===== src/rtl/rtcam_defines.svh =====
// Purpose: Register offsets, bit positions and reset values of the alarm block
// Assumes: Included by its bare name from the design modules
// Notes: Definitions only
`ifndef RTCAM_DEFINES_SVH
`define RTCAM_DEFINES_SVH

// Register offsets on the register port
`define RTCAM_OFS_A0_SEC 8'h0c
`define RTCAM_OFS_A0_MIN 8'h0d
`define RTCAM_OFS_A0_HOUR 8'h0e
`define RTCAM_OFS_A0_WKDAY 8'h0f
`define RTCAM_OFS_A0_DATE 8'h10
`define RTCAM_OFS_A0_MONTH 8'h11
`define RTCAM_OFS_A1_HSEC 8'h12
`define RTCAM_OFS_A1_SEC 8'h13
`define RTCAM_OFS_A1_MIN 8'h14
`define RTCAM_OFS_A1_HOUR 8'h15
`define RTCAM_OFS_A1_WKDAY 8'h16
`define RTCAM_OFS_A1_DATE 8'h17

// Field positions
`define RTCAM_PIN_BIT 7
`define RTCAM_MASK_HI 6
`define RTCAM_MASK_LO 4
`define RTCAM_FLAG_BIT 3
`define RTCAM_FMT_BIT 6

// Reset values
`define RTCAM_RST_ZERO 8'h00
`define RTCAM_RST_ONE 8'h01

`endif


===== src/rtl/rtcam_pkg.sv =====
// Purpose: Types shared by the alarm block
// Assumes: Time fields arrive as packed BCD bytes laid out as in the timekeeping registers
// Notes: Offsets and positions live in rtcam_defines.svh
package rtcam_pkg;

    // Running timekeeping values, one BCD byte per quantity
    typedef struct packed {
        logic [7:0] hsec;
        logic [7:0] sec;
        logic [7:0] min;
        logic [7:0] hour;
        logic [7:0] wkday;
        logic [7:0] date;
        logic [7:0] month;
    } rtcam_time_t;

    // Alarm field selection codes
    typedef enum logic [2:0] {
        RTCAM_SEL_SEC = 3'h0,
        RTCAM_SEL_MIN = 3'h1,
        RTCAM_SEL_HOUR = 3'h2,
        RTCAM_SEL_WKDAY = 3'h3,
        RTCAM_SEL_DATE = 3'h4,
        RTCAM_SEL_HSEC = 3'h5,
        RTCAM_SEL_RSVD = 3'h6,
        RTCAM_SEL_ALL = 3'h7
    } rtcam_sel_t;

    // Stored match values of one alarm
    typedef struct packed {
        logic [7:0] hsec;
        logic [7:0] sec;
        logic [7:0] min;
        logic [7:0] hour;
        logic [7:0] wkday;
        logic [7:0] date;
        logic [7:0] month;
    } rtcam_match_t;

endpackage


===== src/rtl/rtcam_alarm_unit.sv =====
// Purpose: One alarm comparator with its sticky match flag
// Assumes: Match values are valid BCD; time_tick pulses once per counter update
// Notes: SECOND_ALARM picks centisecond matching instead of month matching
`timescale 1ns/10ps
`include "rtcam_defines.svh"

module rtcam_alarm_unit
    import rtcam_pkg::*;
#(
    parameter bit SECOND_ALARM = 1'b0
) (
    input wire logic clk, // System clock
    input wire logic rst, // Asynchronous reset, active high
    input wire rtcam_time_t now, // Running time values
    input wire logic time_tick, // Counter update pulse
    input wire logic arm, // Alarm enable level
    input wire rtcam_match_t match_val, // Stored match values
    input wire rtcam_sel_t field_sel, // Field selection
    input wire logic flag_clr, // Host clears the flag
    output logic flag // Sticky match flag
);

    logic flag_reg;
    logic flag_next;
    logic prev_reg;
    logic prev_next;
    logic eq_sec, eq_min, eq_hour, eq_wkday, eq_date, eq_month, eq_hsec;
    logic match_now;
    logic flag_set;

    // Per-field BCD equality, unimplemented bits left out
    assign eq_sec = now.sec[6:0] == match_val.sec[6:0];
    assign eq_min = now.min[6:0] == match_val.min[6:0];
    assign eq_hour = now.hour[5:0] == match_val.hour[5:0];
    assign eq_wkday = now.wkday[2:0] == match_val.wkday[2:0];
    assign eq_date = now.date[5:0] == match_val.date[5:0];
    assign eq_month = now.month[4:0] == match_val.month[4:0];
    assign eq_hsec = now.hsec == match_val.hsec;

    // Mask decode; the reserved codes never match so a bad setting stays quiet
    assign match_now =
        (field_sel == RTCAM_SEL_SEC && eq_sec) ||
        (field_sel == RTCAM_SEL_MIN && eq_min) ||
        (field_sel == RTCAM_SEL_HOUR && eq_hour) ||
        (field_sel == RTCAM_SEL_WKDAY && eq_wkday) ||
        (field_sel == RTCAM_SEL_DATE && eq_date) ||
        (SECOND_ALARM && field_sel == RTCAM_SEL_HSEC && eq_hsec) ||
        (field_sel == RTCAM_SEL_ALL && eq_sec && eq_min && eq_hour && eq_wkday
            && eq_date && (SECOND_ALARM || eq_month));

    // Fire only on the update where the match first appears
    assign flag_set = time_tick && arm && match_now && !prev_reg;
    assign prev_next = time_tick ? match_now : prev_reg;
    // Set beats a clear arriving in the same cycle; only hardware sets
    assign flag_next = flag_set || (flag_reg && !flag_clr);
    assign flag = flag_reg;

    // Flag and match history
    always_ff @(posedge clk or posedge rst) begin
        if (rst) begin
            flag_reg <= 1'b0;
            prev_reg <= 1'b0;
        end else begin
            flag_reg <= flag_next;
            prev_reg <= prev_next;
        end
    end
endmodule // rtcam_alarm_unit


===== src/rtl/rtcam_dual_alarm.sv =====
// Purpose: Two independent alarm units with their match registers and pin routing
// Assumes: Register port and time inputs synchronous to clk; arm bits held elsewhere
// Notes: Pins are active low and driven from flops
`timescale 1ns/10ps
`include "rtcam_defines.svh"

module rtcam_dual_alarm
    import rtcam_pkg::*;
(
    input wire logic clk, // System clock, 25 MHz
    input wire logic rst, // Asynchronous reset, active high
    input wire logic [7:0] reg_addr, // Register address
    input wire logic reg_wr, // Write strobe, one cycle
    input wire logic [7:0] reg_wdata, // Write data
    input wire logic reg_rd, // Read strobe, one cycle
    output logic [7:0] reg_rdata, // Read data, valid the cycle after reg_rd
    input wire rtcam_time_t now, // Running timekeeping values
    input wire logic time_tick, // One pulse per counter update
    input wire logic [1:0] alarm_arm_bit, // Alarm enables from the control register
    output logic alarm_irq_pin_n, // Interrupt request pin, low when asserted
    output logic watchdog_output_pin_n, // Alarm share of the watchdog pin, low active
    output logic [1:0] alarm_match_flag // Flags, for the host's convenience
);

    localparam int NUM_ALARMS = 2;
    localparam logic [7:0] OFS_SEC [NUM_ALARMS] = '{`RTCAM_OFS_A0_SEC, `RTCAM_OFS_A1_SEC};
    localparam logic [7:0] OFS_MIN [NUM_ALARMS] = '{`RTCAM_OFS_A0_MIN, `RTCAM_OFS_A1_MIN};
    localparam logic [7:0] OFS_HOUR [NUM_ALARMS] = '{`RTCAM_OFS_A0_HOUR, `RTCAM_OFS_A1_HOUR};
    localparam logic [7:0] OFS_WKDAY [NUM_ALARMS] =
        '{`RTCAM_OFS_A0_WKDAY, `RTCAM_OFS_A1_WKDAY};
    localparam logic [7:0] OFS_DATE [NUM_ALARMS] = '{`RTCAM_OFS_A0_DATE, `RTCAM_OFS_A1_DATE};

    // Per-alarm storage, arrays indexed by alarm number; month_reg and hsec_reg held once
    logic [6:0] sec_reg [NUM_ALARMS];
    logic [6:0] min_reg [NUM_ALARMS];
    logic [5:0] hour_reg [NUM_ALARMS];
    logic [7:0] cfg_reg [NUM_ALARMS]; // Pin, mask and weekday; bit 3 unused here
    logic [5:0] date_reg [NUM_ALARMS];
    logic [4:0] month_reg;
    logic [7:0] hsec_reg;

    logic [NUM_ALARMS-1:0] flag;
    logic [NUM_ALARMS-1:0] flag_clr;
    logic [NUM_ALARMS-1:0] live;
    logic [NUM_ALARMS-1:0] wr_sec, wr_min, wr_hour, wr_wkday, wr_date;
    logic wr_month;
    logic wr_hsec;
    logic [7:0] rd_mux;
    logic [7:0] rdata_next;
    logic irq_next;
    logic wdo_next;
    logic irq_pin_reg;
    logic wdo_pin_reg;
    logic [7:0] rdata_reg;

    // Write decode for the single-instance registers
    assign wr_month = reg_wr && reg_addr == `RTCAM_OFS_A0_MONTH;
    assign wr_hsec = reg_wr && reg_addr == `RTCAM_OFS_A1_HSEC;

    // One alarm per iteration: decode, storage and comparator
    for (genvar i = 0; i < NUM_ALARMS; i++) begin : g_alarm
        rtcam_match_t mv;
        rtcam_sel_t sel;

        assign wr_sec[i] = reg_wr && reg_addr == OFS_SEC[i];
        assign wr_min[i] = reg_wr && reg_addr == OFS_MIN[i];
        assign wr_hour[i] = reg_wr && reg_addr == OFS_HOUR[i];
        assign wr_wkday[i] = reg_wr && reg_addr == OFS_WKDAY[i];
        assign wr_date[i] = reg_wr && reg_addr == OFS_DATE[i];
        // A zero in the flag position clears; a one is simply dropped
        assign flag_clr[i] = wr_wkday[i] && !reg_wdata[`RTCAM_FLAG_BIT];

        assign mv.hsec = (i == 1) ? hsec_reg : `RTCAM_RST_ZERO;
        assign mv.sec = {1'b0, sec_reg[i]};
        assign mv.min = {1'b0, min_reg[i]};
        assign mv.hour = {2'b00, hour_reg[i]};
        assign mv.wkday = {5'b00000, cfg_reg[i][2:0]};
        assign mv.date = {2'b00, date_reg[i]};
        assign mv.month = (i == 0) ? {3'b000, month_reg} : `RTCAM_RST_ZERO;
        assign sel = rtcam_sel_t'(cfg_reg[i][`RTCAM_MASK_HI:`RTCAM_MASK_LO]);
        // Output is live only while the alarm is armed and its flag stands
        assign live[i] = flag[i] && alarm_arm_bit[i];

        // Match registers; unimplemented bits are never stored
        always_ff @(posedge clk or posedge rst) begin
            if (rst) begin
                sec_reg[i] <= 7'h00;
                min_reg[i] <= 7'h00;
                hour_reg[i] <= 6'h00;
                cfg_reg[i] <= `RTCAM_RST_ONE;
                date_reg[i] <= 6'h01;
            end else begin
                if (wr_sec[i]) sec_reg[i] <= reg_wdata[6:0];
                if (wr_min[i]) min_reg[i] <= reg_wdata[6:0];
                if (wr_hour[i]) hour_reg[i] <= reg_wdata[5:0];
                if (wr_wkday[i]) cfg_reg[i] <= {reg_wdata[7:4], 1'b0, reg_wdata[2:0]};
                if (wr_date[i]) date_reg[i] <= reg_wdata[5:0];
            end
        end

        rtcam_alarm_unit #(
            .SECOND_ALARM(i == 1)
        ) u_unit (
            .clk(clk),
            .rst(rst),
            .now(now),
            .time_tick(time_tick),
            .arm(alarm_arm_bit[i]),
            .match_val(mv),
            .field_sel(sel),
            .flag_clr(flag_clr[i]),
            .flag(flag[i])
        );
    end

    // Registers that exist for one alarm only
    always_ff @(posedge clk or posedge rst) begin
        if (rst) begin
            month_reg <= 5'h01;
            hsec_reg <= `RTCAM_RST_ZERO;
        end else begin
            if (wr_month) month_reg <= reg_wdata[4:0];
            if (wr_hsec) hsec_reg <= reg_wdata;
        end
    end

    // Read selection; unmapped addresses and unimplemented bits return zero
    always_comb begin
        rd_mux = 8'h00;
        unique case (reg_addr)
            `RTCAM_OFS_A0_SEC: rd_mux = {1'b0, sec_reg[0]};
            `RTCAM_OFS_A1_SEC: rd_mux = {1'b0, sec_reg[1]};
            `RTCAM_OFS_A0_MIN: rd_mux = {1'b0, min_reg[0]};
            `RTCAM_OFS_A1_MIN: rd_mux = {1'b0, min_reg[1]};
            `RTCAM_OFS_A0_HOUR: rd_mux = {1'b0, now.hour[`RTCAM_FMT_BIT], hour_reg[0]};
            `RTCAM_OFS_A1_HOUR: rd_mux = {1'b0, now.hour[`RTCAM_FMT_BIT], hour_reg[1]};
            `RTCAM_OFS_A0_WKDAY: rd_mux = {cfg_reg[0][7:4], flag[0], cfg_reg[0][2:0]};
            `RTCAM_OFS_A1_WKDAY: rd_mux = {cfg_reg[1][7:4], flag[1], cfg_reg[1][2:0]};
            `RTCAM_OFS_A0_DATE: rd_mux = {2'b00, date_reg[0]};
            `RTCAM_OFS_A1_DATE: rd_mux = {2'b00, date_reg[1]};
            `RTCAM_OFS_A0_MONTH: rd_mux = {3'b000, month_reg};
            `RTCAM_OFS_A1_HSEC: rd_mux = hsec_reg;
            default: rd_mux = 8'h00;
        endcase
    end

    assign rdata_next = reg_rd ? rd_mux : rdata_reg;

    // Pin routing: either alarm can land on either pin, both may share one
    assign irq_next = !((live[0] && !cfg_reg[0][`RTCAM_PIN_BIT])
        || (live[1] && !cfg_reg[1][`RTCAM_PIN_BIT]));
    assign wdo_next = !((live[0] && cfg_reg[0][`RTCAM_PIN_BIT])
        || (live[1] && cfg_reg[1][`RTCAM_PIN_BIT]));

    // Output flops; no supply gating here so the pins work on backup power too
    always_ff @(posedge clk or posedge rst) begin
        if (rst) begin
            irq_pin_reg <= 1'b1;
            wdo_pin_reg <= 1'b1;
            rdata_reg <= `RTCAM_RST_ZERO;
        end else begin
            irq_pin_reg <= irq_next;
            wdo_pin_reg <= wdo_next;
            rdata_reg <= rdata_next;
        end
    end

    assign alarm_irq_pin_n = irq_pin_reg;
    assign watchdog_output_pin_n = wdo_pin_reg;
    assign reg_rdata = rdata_reg;
    assign alarm_match_flag = flag;
endmodule // rtcam_dual_alarm


===== config.mk =====
export PLATFORM = sky130hd
export DESIGN_NAME = rtcam_dual_alarm
export DESIGN_NICKNAME = d
export VERILOG_FILES = /design/src/rtl/rtcam_pkg.sv /design/src/rtl/rtcam_alarm_unit.sv /design/src/rtl/rtcam_dual_alarm.sv
export VERILOG_INCLUDE_DIRS = /design/src /design/src/rtl
export SDC_FILE = /design/constraint.sdc
export NUM_CORES = 1
export LEC_CHECK = 0
export ABC_CLOCK_PERIOD_IN_PS = 3900
export BUFFER_PORTS_ARGS = -buffer_cell sky130_fd_sc_hd__buf_4
export CORE_UTILIZATION = 42
export CTS_CLUSTER_DIAMETER = 100
export DETAILED_ROUTE_END_ITERATION = 10
export GPL_TIMING_DRIVEN = 0
export PLACE_DENSITY = 0.63
export SYNTH_ARGS = -nofsm -noshare
export SYNTH_HDL_FRONTEND = slang
export SYNTH_HIERARCHICAL = 1
export SYNTH_SLANG_ARGS = --single-unit

===== constraint.sdc =====
create_clock -name clk -period 3.9 [get_ports clk]
set_clock_uncertainty 0.2 [all_clocks]
set_input_delay 0.78 -clock clk [delete_from_list [all_inputs] [get_ports clk]]
set_output_delay 0.78 -clock clk [all_outputs]
set_load 0.1 [all_outputs]

==> summary.md <==
| Metric | Value |
|---|---|
| Outcome | `finished clean` |
| CP arrival | `~2.5 ns` |
| Setup bufs post-CTS | `0` |
| Longest Clk Path Bufs | `2` |
| GRT Total Usage | `roughly 28%` |
| CP Capture Type | `flip-flop` |
| Mapped Avg Cell Area | `roughly 12 µm²` |
| Global-route wire length before repair | `roughly 26 mm` |
| CORE AREA | `about 0.013 mm²` |
| Rel. slew slack | `roughly 48%` |
| Nets | `about 630` |
| Placed Area | `just over 0.006 mm²` |
| Share of cells above drive strength 1 | `40.0%` |
| Final Wtd Congestion | `around 0.96` |
| Max cap viols | `0` |
| DR pass1 iterations | `6` |
| Reg clk slew, reported paths | `around 0.070 ns` |
| Hold buffers post-CTS | `0` |
| Starting Density | `roughly 43%` |
| Post-route cell area | `between 0.006 and 0.007 mm²` |
| CTS Buf Count | `9` |
| Row cnt | `approximately 40` |
| Worst vdd ir | `0.196 mV` |
| IO Port Bufs | `75` |
| FILL cells | `~1200` |
| Req. time, crit path | `3.92 ns` |
| CP max FO | `10` |
| Mapped Nets | `about 550` |
| DRT antenna net count | `0` |
| Power, Total | `2.25 mW` |
| Endpoints failing setup | `0` |
| Synth Warn # | `6` |
| Cts repair resizes | `0` |
| Synthesized area | `~0.0054 mm²` |
| P&R area growth vs syn | `20.2%` |
| Die H | `between 100 and 150 µm` |
| PwrDens | `~340 mW/mm²` |
| Congestion Overflow GR | `0` |
| Core Util, Final | `51.7%` |
| Worst-Skew Late Latency | `0.36 ns` |
| Ports | `between 90 and 100` |
| CTS tree | `done` |
| Die ar. | `around 0.013 mm²` |
| Detail Placement HPWL | `13.2 mm` |
| Initial antenna violation count | `0` |
| Clk sinks | `slightly above 90` |
| Pin count of the biggest net entering global routing | `67` |
| Die width | `around 120 µm` |
| Wire per inst | `approximately 24 µm` |
| Worst-Margin Slew | `roughly 0.78 ns` |
| FF+latch area | `roughly 0.0023 mm²` |
| Worst Slack Setup Final | `1.38 ns` |
| Pleak | `just over 3 nW` |
| Final Max Tran Viols | `0` |
| DR vias | `roughly 4200` |
| Final worst path period need | `roughly 2.5 ns` |
| Footprint of the multi-input gates | `approximately 0.0029 mm²` |
| Routed vias/inst | `~5.7` |
| Dpl ws | `approximately 1.0 ns` |
| Root Driver | `clkbuf_16` |
| Max FFs per register | `40` |
| Hold Vio Cnt, Final | `0` |
| Peak Freq | `a little under 400 MHz` |
| N_diodes | `0` |
| Hold Crit Class | `in2async` |
| Vias in the first global route | `4308` |
| Mapped Cells | `between 400 and 500` |
| Worst setup SP type | `primary input` |
| H-Tree Depth | `3` |
| Critical path class | `in2reg` |
| Initial drt markers | `310` |
| Drt drc | `0` |
| Final period util | `roughly 65%` |
| RSZ-0062 raised after global routing | `no` |
| Routed wire length | `~17 mm` |
## area by class of cell
cell class,instances,area share [%]
Buffer,24,2.05
Clock buffer,10,3.66
Clock inverter,6,0.729
Inverter,9,0.556
Multi-Input combinational cell,342,44.8
Sequential cell,93,35.8
Tap cell,172,3.30
Timing Repair Buffer,76,9.05
## through the flow
stage | cells | setup TNS [ns] | hold slack, ns
detailed placement | 716 | 0 | 0.258
global placement | 715 | -38.51 | 0.254
floorplan | 468 | 0 | 0.239
finish | 732 | 0 | 0.0985
global route | 732 | 0 | 0.104
CTS | 732 | 0 | 0.0955
## layer usage
layer  global-route usage, %  routed length [µm]  vias up
met3                    4.39                 993       29
met5                       0                   0        -
met1                    38.5                7780     2092
met2                    43.6                7970      161
met4                    11.6                 494        0
li1                        -                   -     1883
## cell usage in the layout (no fill, tap or decap), types with 4 or more instances in the layout
| cell | count |
|---|---|
| mux4_2 | 6 |
| nor4_1 | 6 |
| nor2b_1 | 5 |
| buf_2 | 7 |
| a21oi_1 | 14 |
| mux2_2 | 80 |
| o21ai_0 | 5 |
| dfstp_2 | 7 |
| nand2_1 | 23 |
| dfrtp_1 | 86 |
| nor2_1 | 13 |
| xor2_1 | 45 |
| nand4_1 | 8 |
| a31oi_1 | 4 |
| inv_1 | 8 |
| buf_6 | 4 |
| clkbuf_16 | 9 |
| and3_1 | 6 |
| mux2i_1 | 10 |
| buf_4 | 76 |
| nand3_1 | 13 |
| clkbuf_1 | 10 |
| xnor2_1 | 26 |
| a22oi_1 | 6 |
| nor3_1 | 10 |
## critical path, stage by stage
cell and delay, ns:
buf_4 0.14, buf_2 0.29, buf_2 0.38, mux2i_1 0.26
o21ai_0 0.10, a221oi_1 0.46, a21oi_1 0.12
## final timing paths
kind | cells after the start | slack [ns] | to | startpoint
max in group asynchronous | 3 | 2.61 | date_reg[6]$_DFFE_PP1P_ | rst
min | 2 | 0.1 | g_alarm[0].u_unit/flag$_DFF_PP0_ | rst
max reg2reg | 6 | 1.55 | g_alarm[1].u_unit/flag$_DFF_PP0_ | g_alarm[1].mv[29]$_DFFE_PP0P_
min reg2reg | 2 | 0.27 | g_alarm[1].u_unit/prev_reg$_DFFE_PP0P_ | g_alarm[1].u_unit/prev_reg$_DFFE_PP0P_
min in group clk | 2 | 0.27 | g_alarm[1].u_unit/prev_reg$_DFFE_PP0P_ | g_alarm[1].u_unit/prev_reg$_DFFE_PP0P_
max | 7 | 1.38 | reg_rdata[4]$_DFFE_PP0P_ | reg_addr[0]
## power breakdown
part	total [mW]	internal (mW)	leakage, nW	switching, mW
registers	1.07	1.01	1.25	0.0571
logic	0.332	0.152	1.63	0.180
clock network	0.850	0.454	0.139	0.396
No activity file was read; power rests on OpenSTA's default activity.
